==> src/logic/fan_threshold_map.vh <==
// Register map, reset values and field positions of the fan threshold loop
`ifndef FAN_THRESHOLD_MAP_VH
`define FAN_THRESHOLD_MAP_VH

`define ADDR_REMOTE1_TARGET 8'h33
`define ADDR_LOCAL_TARGET 8'h34
`define ADDR_REMOTE2_TARGET 8'h35
`define ADDR_LOOP_CONTROL_A 8'h36
`define ADDR_LOOP_CONTROL_B 8'h37
`define ADDR_REMOTE1_LOW 8'h4e
`define ADDR_REMOTE1_HIGH 8'h4f
`define ADDR_LOCAL_LOW 8'h50
`define ADDR_LOCAL_HIGH 8'h51
`define ADDR_REMOTE2_LOW 8'h52
`define ADDR_REMOTE2_HIGH 8'h53
`define ADDR_FAN_FLOOR 8'h62

`define RST_TARGET 8'ha4
`define RST_LOW_LIMIT 8'h01
`define RST_HIGH_LIMIT 8'h7f
`define RST_CONTROL 8'h00
`define RST_FAN_FLOOR 8'h00
`define RST_COUNT 11'h000
`define RST_PREV 8'h00
`define RST_RDATA 8'h00
`define FAN_OFF_DUTY 8'h00

`define REMOTE1_CODE_HI 2
`define REMOTE1_CODE_LO 0
`define LOCAL_CODE_HI 5
`define LOCAL_CODE_LO 3
`define REMOTE2_CODE_B_HI 7
`define REMOTE2_CODE_B_LO 6
`define REMOTE2_CODE_A_BIT 0
`define FAN1_KEEP_BIT 5
`define FAN2_KEEP_BIT 6
`define FAN3_KEEP_BIT 7

`define SHORT_BASE_CYCLES 11'h008
`define CYCLE_COUNT_WIDTH 11
`define CH_REMOTE1 2'h0
`define CH_LOCAL 2'h1
`define CH_REMOTE2 2'h2

`endif

==> src/logic/dynamic_fan_threshold_loop.v <==
// Dynamic fan-start threshold loop for three temperature channels
//
// What this block does
// - Fan 3 floor bit: off or minimum
// - Fan 2 floor bit: off or minimum
// - Fan 1 floor bit: off or minimum
// - Three 8-bit target temperature registers
// - Above target lowers threshold, below low limit raises
// - Below low limit raises threshold
// - Flag event when below low limit
// - Above high limit lowers threshold
// - Flag event when above high limit
// - Six 8-bit low and high limits
// - Short cycle every n, long every 2n
// - Cycle code set per channel
// - Cycle code bit positions in controls
// - Code selects 8 doubling to 1024
// - Below target minus hysteresis: no short-cycle drop
// - Never below low limit: no raise
// - No adjustment keeps threshold as is
// - 4-bit hysteresis per channel
// - Short cycle lowers by twice rise
// - Long cycle lowers one above target
// - Threshold clamped to high limit on each monitor tick
`timescale 1ns/1ps
`include "fan_threshold_map.vh"

module dynamic_fan_threshold_loop #(
	parameter [7:0] INIT_THRESHOLD = 8'h5a
) (
	// Clock and reset
	input wire clock,
	input wire rst_n,
	// Register port
	input wire [7:0] reg_addr,
	input wire [7:0] reg_wdata,
	input wire reg_wr,
	input wire reg_rd,
	output reg [7:0] reg_rdata,
	// Measurement side
	input wire monitor_tick,
	input wire [7:0] temp_remote1,
	input wire [7:0] temp_local,
	input wire [7:0] temp_remote2,
	input wire [3:0] hyst_remote1,
	input wire [3:0] hyst_local,
	input wire [3:0] hyst_remote2,
	// Duty requests from the fan curve
	input wire [7:0] duty_1,
	input wire [7:0] duty_2,
	input wire [7:0] duty_3,
	input wire [7:0] min_duty_1,
	input wire [7:0] min_duty_2,
	input wire [7:0] min_duty_3,
	// Fan drive and thresholds
	output reg [7:0] fan_drive_1,
	output reg [7:0] fan_drive_2,
	output reg [7:0] fan_drive_3,
	output reg [7:0] thr_remote1,
	output reg [7:0] thr_local,
	output reg [7:0] thr_remote2,
	// Limit events
	output reg [2:0] low_event,
	output reg [2:0] high_event
);

////////////////////////////////////////////////////////////////////////////
// Storage

// Index 0 is remote 1, 1 the local channel and 2 remote 2
reg [7:0] target_q [0:2];
reg [7:0] low_q [0:2];
reg [7:0] high_q [0:2];
reg [7:0] thr_q [0:2];
reg [7:0] prev_q [0:2];
reg [10:0] cnt_q [0:2];
reg [7:0] ctrl_a_q;
reg [7:0] ctrl_b_q;
reg [7:0] floor_q;

wire [7:0] temp_w [0:2];
wire [3:0] hyst_w [0:2];
wire [2:0] code_w [0:2];

assign temp_w[0] = temp_remote1;
assign temp_w[1] = temp_local;
assign temp_w[2] = temp_remote2;
assign hyst_w[0] = hyst_remote1;
assign hyst_w[1] = hyst_local;
assign hyst_w[2] = hyst_remote2;

// Each channel has its own cycle code
assign code_w[0] = ctrl_b_q[`REMOTE1_CODE_HI:`REMOTE1_CODE_LO];
assign code_w[1] = ctrl_b_q[`LOCAL_CODE_HI:`LOCAL_CODE_LO];
// Bit 0 of control a is the low bit of the remote 2 code
assign code_w[2] = {ctrl_b_q[`REMOTE2_CODE_B_HI:`REMOTE2_CODE_B_LO],
	ctrl_a_q[`REMOTE2_CODE_A_BIT]};

////////////////////////////////////////////////////////////////////////////
// Functions

// Short cycle length minus one, used as a wrap mask on the counter
// Code 7 gives 1024, the widest short cycle
function [10:0] short_mask;
	input [2:0] code;
	begin
		short_mask = (`SHORT_BASE_CYCLES << code) - 11'h001;
	end
endfunction

// Long cycle is always twice the short one
function [10:0] long_mask;
	input [2:0] code;
	reg [10:0] s;
	begin
		// One more mask bit; a shift by code plus one would wrap at code 7
		s = short_mask(code);
		long_mask = {s[9:0], 1'b1};
	end
endfunction

// Next threshold; arithmetic is 10 bits wide so nothing wraps
function [7:0] next_thr;
	input [7:0] thr;
	input [7:0] t;
	input [7:0] prev;
	input [7:0] tgt;
	input [3:0] hyst;
	input [7:0] lo;
	input [7:0] hi;
	input do_short;
	input do_long;
	reg [9:0] v;
	reg [9:0] dec;
	begin
		v = {2'h0, thr};
		dec = 10'h000;
		// Only a rise above target minus hysteresis counts on short cycles
		if (do_short && ({2'h0, t} + {6'h00, hyst} > {2'h0, tgt})
			&& t > prev)
			dec = {1'b0, t - prev, 1'b0};
		if (do_long && (t > tgt || t > hi))
			dec = dec + 10'h001;
		// Floor at zero keeps a large drop from wrapping round and being clamped to the high limit
		if (dec > v)
			v = 10'h000;
		else
			v = v - dec;
		// Raise only while above threshold and below low limit
		// A long cycle that lowers the threshold never also raises it
		if (do_long && dec == 10'h000 && t < lo && t > thr
			&& thr < hi && thr < tgt)
			v = v + 10'h001;
		if (v > {2'h0, hi})
			v = {2'h0, hi};
		next_thr = v[7:0];
	end
endfunction

// Below threshold minus hysteresis the fan is off or at its floor
function [7:0] drive;
	input [7:0] t;
	input [7:0] thr;
	input [3:0] hyst;
	input keep;
	input [7:0] duty;
	input [7:0] min_duty;
	begin
		if ({2'h0, t} + {6'h00, hyst} < {2'h0, thr})
			drive = keep ? min_duty : `FAN_OFF_DUTY;
		else
			drive = duty;
	end
endfunction

////////////////////////////////////////////////////////////////////////////
// Register writes

integer i;

always @(posedge clock)
begin
	if (!rst_n)
	begin
		for (i = 0; i < 3; i = i + 1)
		begin
			target_q[i] <= `RST_TARGET;
			low_q[i] <= `RST_LOW_LIMIT;
			high_q[i] <= `RST_HIGH_LIMIT;
		end
		ctrl_a_q <= `RST_CONTROL;
		ctrl_b_q <= `RST_CONTROL;
		floor_q <= `RST_FAN_FLOOR;
	end
	else if (reg_wr)
	begin
		case (reg_addr)
		`ADDR_REMOTE1_TARGET: target_q[0] <= reg_wdata;
		`ADDR_LOCAL_TARGET: target_q[1] <= reg_wdata;
		`ADDR_REMOTE2_TARGET: target_q[2] <= reg_wdata;
		`ADDR_LOOP_CONTROL_A: ctrl_a_q <= reg_wdata;
		`ADDR_LOOP_CONTROL_B: ctrl_b_q <= reg_wdata;
		`ADDR_REMOTE1_LOW: low_q[0] <= reg_wdata;
		`ADDR_REMOTE1_HIGH: high_q[0] <= reg_wdata;
		`ADDR_LOCAL_LOW: low_q[1] <= reg_wdata;
		`ADDR_LOCAL_HIGH: high_q[1] <= reg_wdata;
		`ADDR_REMOTE2_LOW: low_q[2] <= reg_wdata;
		`ADDR_REMOTE2_HIGH: high_q[2] <= reg_wdata;
		`ADDR_FAN_FLOOR: floor_q <= reg_wdata;
		default: ;
		endcase
	end
end

////////////////////////////////////////////////////////////////////////////
// Register reads; unmapped addresses read zero
// A read and a write in one cycle return the old contents

always @(posedge clock)
begin
	if (!rst_n)
		reg_rdata <= `RST_RDATA;
	else if (reg_rd)
	begin
		case (reg_addr)
		`ADDR_REMOTE1_TARGET: reg_rdata <= target_q[0];
		`ADDR_LOCAL_TARGET: reg_rdata <= target_q[1];
		`ADDR_REMOTE2_TARGET: reg_rdata <= target_q[2];
		`ADDR_LOOP_CONTROL_A: reg_rdata <= ctrl_a_q;
		`ADDR_LOOP_CONTROL_B: reg_rdata <= ctrl_b_q;
		`ADDR_REMOTE1_LOW: reg_rdata <= low_q[0];
		`ADDR_REMOTE1_HIGH: reg_rdata <= high_q[0];
		`ADDR_LOCAL_LOW: reg_rdata <= low_q[1];
		`ADDR_LOCAL_HIGH: reg_rdata <= high_q[1];
		`ADDR_REMOTE2_LOW: reg_rdata <= low_q[2];
		`ADDR_REMOTE2_HIGH: reg_rdata <= high_q[2];
		`ADDR_FAN_FLOOR: reg_rdata <= floor_q;
		default: reg_rdata <= 8'h00;
		endcase
	end
end

////////////////////////////////////////////////////////////////////////////
// Cycle counters and threshold loop

reg [10:0] cnt_d [0:2];
reg [7:0] thr_d [0:2];
reg [7:0] prev_d [0:2];
reg short_hit [0:2];
reg long_hit [0:2];
integer k;
integer j;

// Next state is worked out apart from the flops so that the clocked
// process below holds nothing but non-blocking copies
always @*
begin
	for (k = 0; k < 3; k = k + 1)
	begin
		// Counter wraps at 2048, a multiple of every cycle length
		cnt_d[k] = cnt_q[k] + 11'h001;
		short_hit[k] = (cnt_d[k] & short_mask(code_w[k]))
			== 11'h000;
		long_hit[k] = (cnt_d[k] & long_mask(code_w[k]))
			== 11'h000;
		thr_d[k] = next_thr(thr_q[k], temp_w[k], prev_q[k],
			target_q[k], hyst_w[k], low_q[k], high_q[k],
			short_hit[k], long_hit[k]);
		// The previous sample moves on short cycles only
		if (short_hit[k])
			prev_d[k] = temp_w[k];
		else
			prev_d[k] = prev_q[k];
	end
end

always @(posedge clock)
begin
	if (!rst_n)
	begin
		for (j = 0; j < 3; j = j + 1)
		begin
			cnt_q[j] <= `RST_COUNT;
			thr_q[j] <= INIT_THRESHOLD;
			prev_q[j] <= `RST_PREV;
		end
	end
	else if (monitor_tick)
	begin
		for (j = 0; j < 3; j = j + 1)
		begin
			cnt_q[j] <= cnt_d[j];
			thr_q[j] <= thr_d[j];
			prev_q[j] <= prev_d[j];
		end
	end
end

////////////////////////////////////////////////////////////////////////////
// Outputs

integer m;

// Thresholds leave one cycle after they change inside, in step with the
// fan decision that used them
always @(posedge clock)
begin
	if (!rst_n)
	begin
		fan_drive_1 <= `FAN_OFF_DUTY;
		fan_drive_2 <= `FAN_OFF_DUTY;
		fan_drive_3 <= `FAN_OFF_DUTY;
		thr_remote1 <= INIT_THRESHOLD;
		thr_local <= INIT_THRESHOLD;
		thr_remote2 <= INIT_THRESHOLD;
		low_event <= 3'h0;
		high_event <= 3'h0;
	end
	else
	begin
		fan_drive_1 <= drive(temp_w[0], thr_q[0], hyst_w[0],
			floor_q[`FAN1_KEEP_BIT], duty_1, min_duty_1);
		fan_drive_2 <= drive(temp_w[1], thr_q[1], hyst_w[1],
			floor_q[`FAN2_KEEP_BIT], duty_2, min_duty_2);
		fan_drive_3 <= drive(temp_w[2], thr_q[2], hyst_w[2],
			floor_q[`FAN3_KEEP_BIT], duty_3, min_duty_3);
		thr_remote1 <= thr_q[0];
		thr_local <= thr_q[1];
		thr_remote2 <= thr_q[2];
		for (m = 0; m < 3; m = m + 1)
		begin
			low_event[m] <= temp_w[m] < low_q[m];
			high_event[m] <= temp_w[m] > high_q[m];
		end
	end
end

// Hysteresis is taken as given; a zero value puts the on and off points
// together, so a fan may chatter at its threshold
endmodule // dynamic_fan_threshold_loop

==> config.mk <==
export PLATFORM = sky130hd
export DESIGN_NAME = dynamic_fan_threshold_loop
export DESIGN_NICKNAME = d
export VERILOG_FILES = /design/src/logic/dynamic_fan_threshold_loop.v
export VERILOG_INCLUDE_DIRS = /design/src /design/src/logic
export SDC_FILE = /design/constraint.sdc
export NUM_CORES = 1
export LEC_CHECK = 0
export BUFFER_PORTS_ARGS = -buffer_cell sky130_fd_sc_hd__clkbuf_2
export CAP_MARGIN = 10
export CORE_MARGIN = 3
export CORE_UTILIZATION = 65
export CTS_BUF_LIST = sky130_fd_sc_hd__clkbuf_8
export DETAILED_ROUTE_END_ITERATION = 8
export PLACE_DENSITY_LB_ADDON = 0.25
export SYNTH_ARGS = -nofsm -noshare
export SYNTH_HDL_FRONTEND = slang
export SYNTH_SLANG_ARGS = --single-unit
==> constraint.sdc <==
create_clock -name clock -period 13.7 [get_ports clock]
set_input_delay 0.685 -clock clock [delete_from_list [all_inputs] [get_ports clock]]
set_output_delay 0.685 -clock clock [all_outputs]
set_load 0.005 [all_outputs]
==> results.rst <==
.. list-table::
   :header-rows: 1

   * - Metric
     - Value
   * - Run status
     - completed
   * - Via count
     - between 15000 and 20000
   * - Cell chosen for the clock root
     - clkbuf_8
   * - Worst Path Required
     - between 10 and 15 ns
   * - Diode count
     - 0
   * - Biggest fanout along the worst timing path
     - 12
   * - Height of the die
     - about 180 um
   * - Via density per instance
     - 6.43
   * - Detailed Route Iter0 Violations
     - around 1600
   * - Warning count from the yosys run
     - 0
   * - WP data arrival
     - around 9 ns
   * - Worst clock skew
     - about 0.023 ns
   * - 1st-pass router iterations
     - 6
   * - Worst slew margin
     - 0.145
   * - DP Cell Count
     - 2543
   * - Instance count of the mapped netlist
     - 2060
   * - Setup slack, reg-to-reg
     - about 5.4 ns
   * - Count of endpoints failing hold in the final timing report
     - 0
   * - Distinct cell type count after synthesis
     - a little over 90
   * - Starting utilization of the core area
     - 0.669
   * - Synth top area cells
     - edfxtp_1 (24%), ha_1 (18%), dfxtp_1 (9.1%)
   * - Number of clock buffers inserted by TritonCTS
     - between 40 and 50
   * - Quantity of gates resized following cts
     - 0
   * - Deepest clock path buffer count
     - 3
   * - Clock-pin transition on the worst setup and hold timing paths
     - ~0.060 ns
   * - Worst-Skew Late Latency
     - slightly below 0.6 ns
   * - Vias in the first global route
     - between 15000 and 20000
   * - Async set or reset register ratio after synthesis
     - 0
   * - Post-layout instance count excluding filler cells
     - about 2600
   * - Crit path largest cell delay
     - slightly above 0.9 ns
   * - Clock tree sinks
     - approximately 240
   * - Count of flip-flops with a built-in enable after synthesis
     - 153
   * - Number of nets in the layout
     - 2598
   * - Post-CTS Hold Fix Bufs
     - 0
   * - Total power per unit cell area
     - 113 nW/um^2
   * - Worst Setup Start Kind
     - input pin
   * - Cell types with the highest counts after synthesis
     - ha_1 (272), nand2_1 (173), inv_1 (159)
   * - Area enclosed by the die boundary
     - approximately 31000 sq um
   * - Standard cell with the maximum stage delay on the critical path
     - nor4_2
   * - Max-cap violation count
     - 0
   * - Syn nets
     - between 2000 and 2500
   * - Max-slew violation count
     - 0
   * - Share of Yosys cell area claimed by the top area cell type
     - 0.243
   * - Library cell occupying the most area in the post-synthesis netlist
     - edfxtp_1
   * - Worst IR Drop VDD
     - 0.107 mV
   * - Drt total wl
     - roughly 56000 um
   * - Gpl congestion
     - just under 1
   * - Primary flip-flop cell chosen by synthesis mapping
     - edfxtp_1
   * - Crit path launch
     - temp_local[1]
   * - Minimum clock period
     - between 8 and 9 ns
   * - Post-DRT Antenna Nets
     - 0
   * - Min-Delay Path Class
     - input pin to flop
   * - H-tree levels
     - 2
   * - I/O Buffers
     - approximately 170
   * - Area Growth Syn to Fin
     - 10.6%
   * - Half-perimeter wire length of the detailed placement result
     - approximately 42000 um
   * - Register bit total from synthesis
     - ~240
   * - Leakage power
     - between 9 and 10 nW
   * - Setup tns final
     - 0 ns
   * - Transition at the pin with the smallest max-transition slack
     - ~1.3 ns
   * - Antenna violations before repair
     - 0
   * - Overall global routing resource usage
     - 0.348
   * - Number of buffers added for setup after CTS
     - 0
   * - Endpoint of the worst setup timing path
     - thr_q[0][11]
   * - Cell area after synthesis
     - about 19000 sq um
   * - Count of cells along the worst register-to-register path
     - 29
   * - Pin count of the biggest net entering global routing
     - 63
   * - Average detailed-routed wire length per instance
     - 21.2 um
   * - Site row count
     - 61
   * - Capturing point of the worst reg2reg path
     - thr_q[0][11]
   * - Mean area per synthesized cell
     - between 9 and 10 sq um
   * - Setup crit end kind
     - flop
   * - Tcrit/Tclk final
     - 0.637
   * - Proportion of layout cells with a drive suffix above 1
     - 0.129
   * - Number of remaining DRC errors
     - 0
   * - Clock tree from TritonCTS
     - built
   * - Wire length of the first global-routing pass
     - approximately 86000 um
   * - X dimension of the die
     - between 150 and 200 um
   * - Final setup viols
     - 0
   * - Most frequent cell after synthesis
     - ha_1
   * - Maximum clock frequency
     - approximately 110 MHz
   * - Ports
     - about 170
   * - Final global-route overflow total
     - 0
   * - Core area
     - approximately 28000 sq um
   * - Launching point of the worst reg2reg path
     - ctrl_b_q[3]
   * - Share of the yosys chip area belonging to registers
     - 0.335
   * - Crit Path Class
     - input pin to flop
   * - Setup repair after global routing missed its margin
     - no
==> logic make-up after synthesis <==
family / share of synthesized area
AO/OA/AOI/OAI: 0.171
flip-flops: 0.335
adder cells (fa/ha/maj): 0.190
buffers and inverters: 0.0488
multiplexers: 0.0233
XOR/XNOR: 0.0445
AND/OR/NAND/NOR: 0.188
==> metal layers <==
| metal | GRT usage | up-vias | routed length (um) | share of wire |
|---|---|---|---|---|
| met1 | 0.453 | 7846 | 22300 | 0.40 |
| met3 | 0.0697 | 201 | 5760 | 0.10 |
| met5 | 0 | - | 0 | 0 |
| met4 | 0.154 | 0 | 2710 | 0.049 |
| met2 | 0.564 | 944 | 24800 | 0.45 |
| li1 | - | 7888 | - | - |
==> area by class of cell <==
| cell class | instances | area [sq um] |
|---|---|---|
| well taps | 378 | 473 |
| multi-input cells | 1592 | 11600 |
| inverters | 159 | 597 |
| clock inverters | 35 | 347 |
| flip-flops and latches | 239 | 6320 |
| clock buffers | 43 | 592 |
| fillers | 2103 | 7350 |
| repair buffers | 178 | 918 |
==> per-stage QoR <==
| stage | setup slack, ns | util | area, sq um | power (mW) | hold WS, ns |
|---|---|---|---|---|---|
| 5_1_grt | 4.33 | 0.740 | 20900 | 2.48 | 0.333 |
| 3_5_place_dp | 4.50 | 0.706 | 19900 | 1.59 | 0.450 |
| 2_1_floorplan | 5.93 | - | 18900 | 1.39 | 0.436 |
| 3_3_place_gp | 4.65 | 0.706 | 19900 | 1.56 | 0.444 |
| 4_1_cts | 5.05 | 0.739 | 20900 | 2.34 | 0.322 |
| 6_report | 4.98 | 0.740 | 20900 | 2.36 | 0.346 |
==> power breakdown <==
group	internal [mW]	total [mW]	leakage (nW)	switching (mW)
clock network	0.430	0.757	0.534	0.327
logic	0.297	0.727	6.27	0.429
registers	0.822	0.875	2.25	0.0532
==> worst min path at each step <==
stage / from / endpoint / slack, ns / cells past startpoint
floorplan: ctrl_a_q[4] / ctrl_a_q[4] / 0.44 / 2
global placement: ctrl_a_q[2] / ctrl_a_q[2] / 0.44 / 2
detailed placement: ctrl_a_q[1] / ctrl_a_q[1] / 0.45 / 2
CTS: duty_3[0] / fan_drive_3[0] / 0.32 / 3
global route: duty_1[3] / fan_drive_1[3] / 0.33 / 3
finish: duty_1[6] / fan_drive_1[6] / 0.35 / 3
==> registers in the layout, summed over array words and instances, names as in the netlist, 24 cells and up <==
signal	count
target_q	24
cnt_q	33
thr_q	24
high_q	24
low_q	24
prev_q	24
==> worst max-delay path, delay by kind of cell <==
kind | cells | cell delay, ns
and+or+nand+nor | 9 | 2.07
buffers and inverters | 2 | 0.34
adders and majority gates | 5 | 1.83
xor gates and xnor gates | 1 | 0.21
AOI/OAI and AO/OA | 19 | 3.89
==> placed cells by master (no fill, tap or decap), drive strengths merged, types with 18 or more instances in the layout <==
cell type / n
ha: 272
clkbuf: 211
inv: 175
nand2: 175
nor2: 154
edfxtp: 153
a21oi: 134
nand3: 90
dfxtp: 86
o21ai: 83
xnor2: 62
a21o: 45
nand4: 43
nor3: 42
mux2i: 36
nor2b: 35
xor2: 34
and3: 33
and2: 29
nand2b: 27
o21a: 26
or3: 19
o31ai: 18
Power figures use the tool's default switching activity.
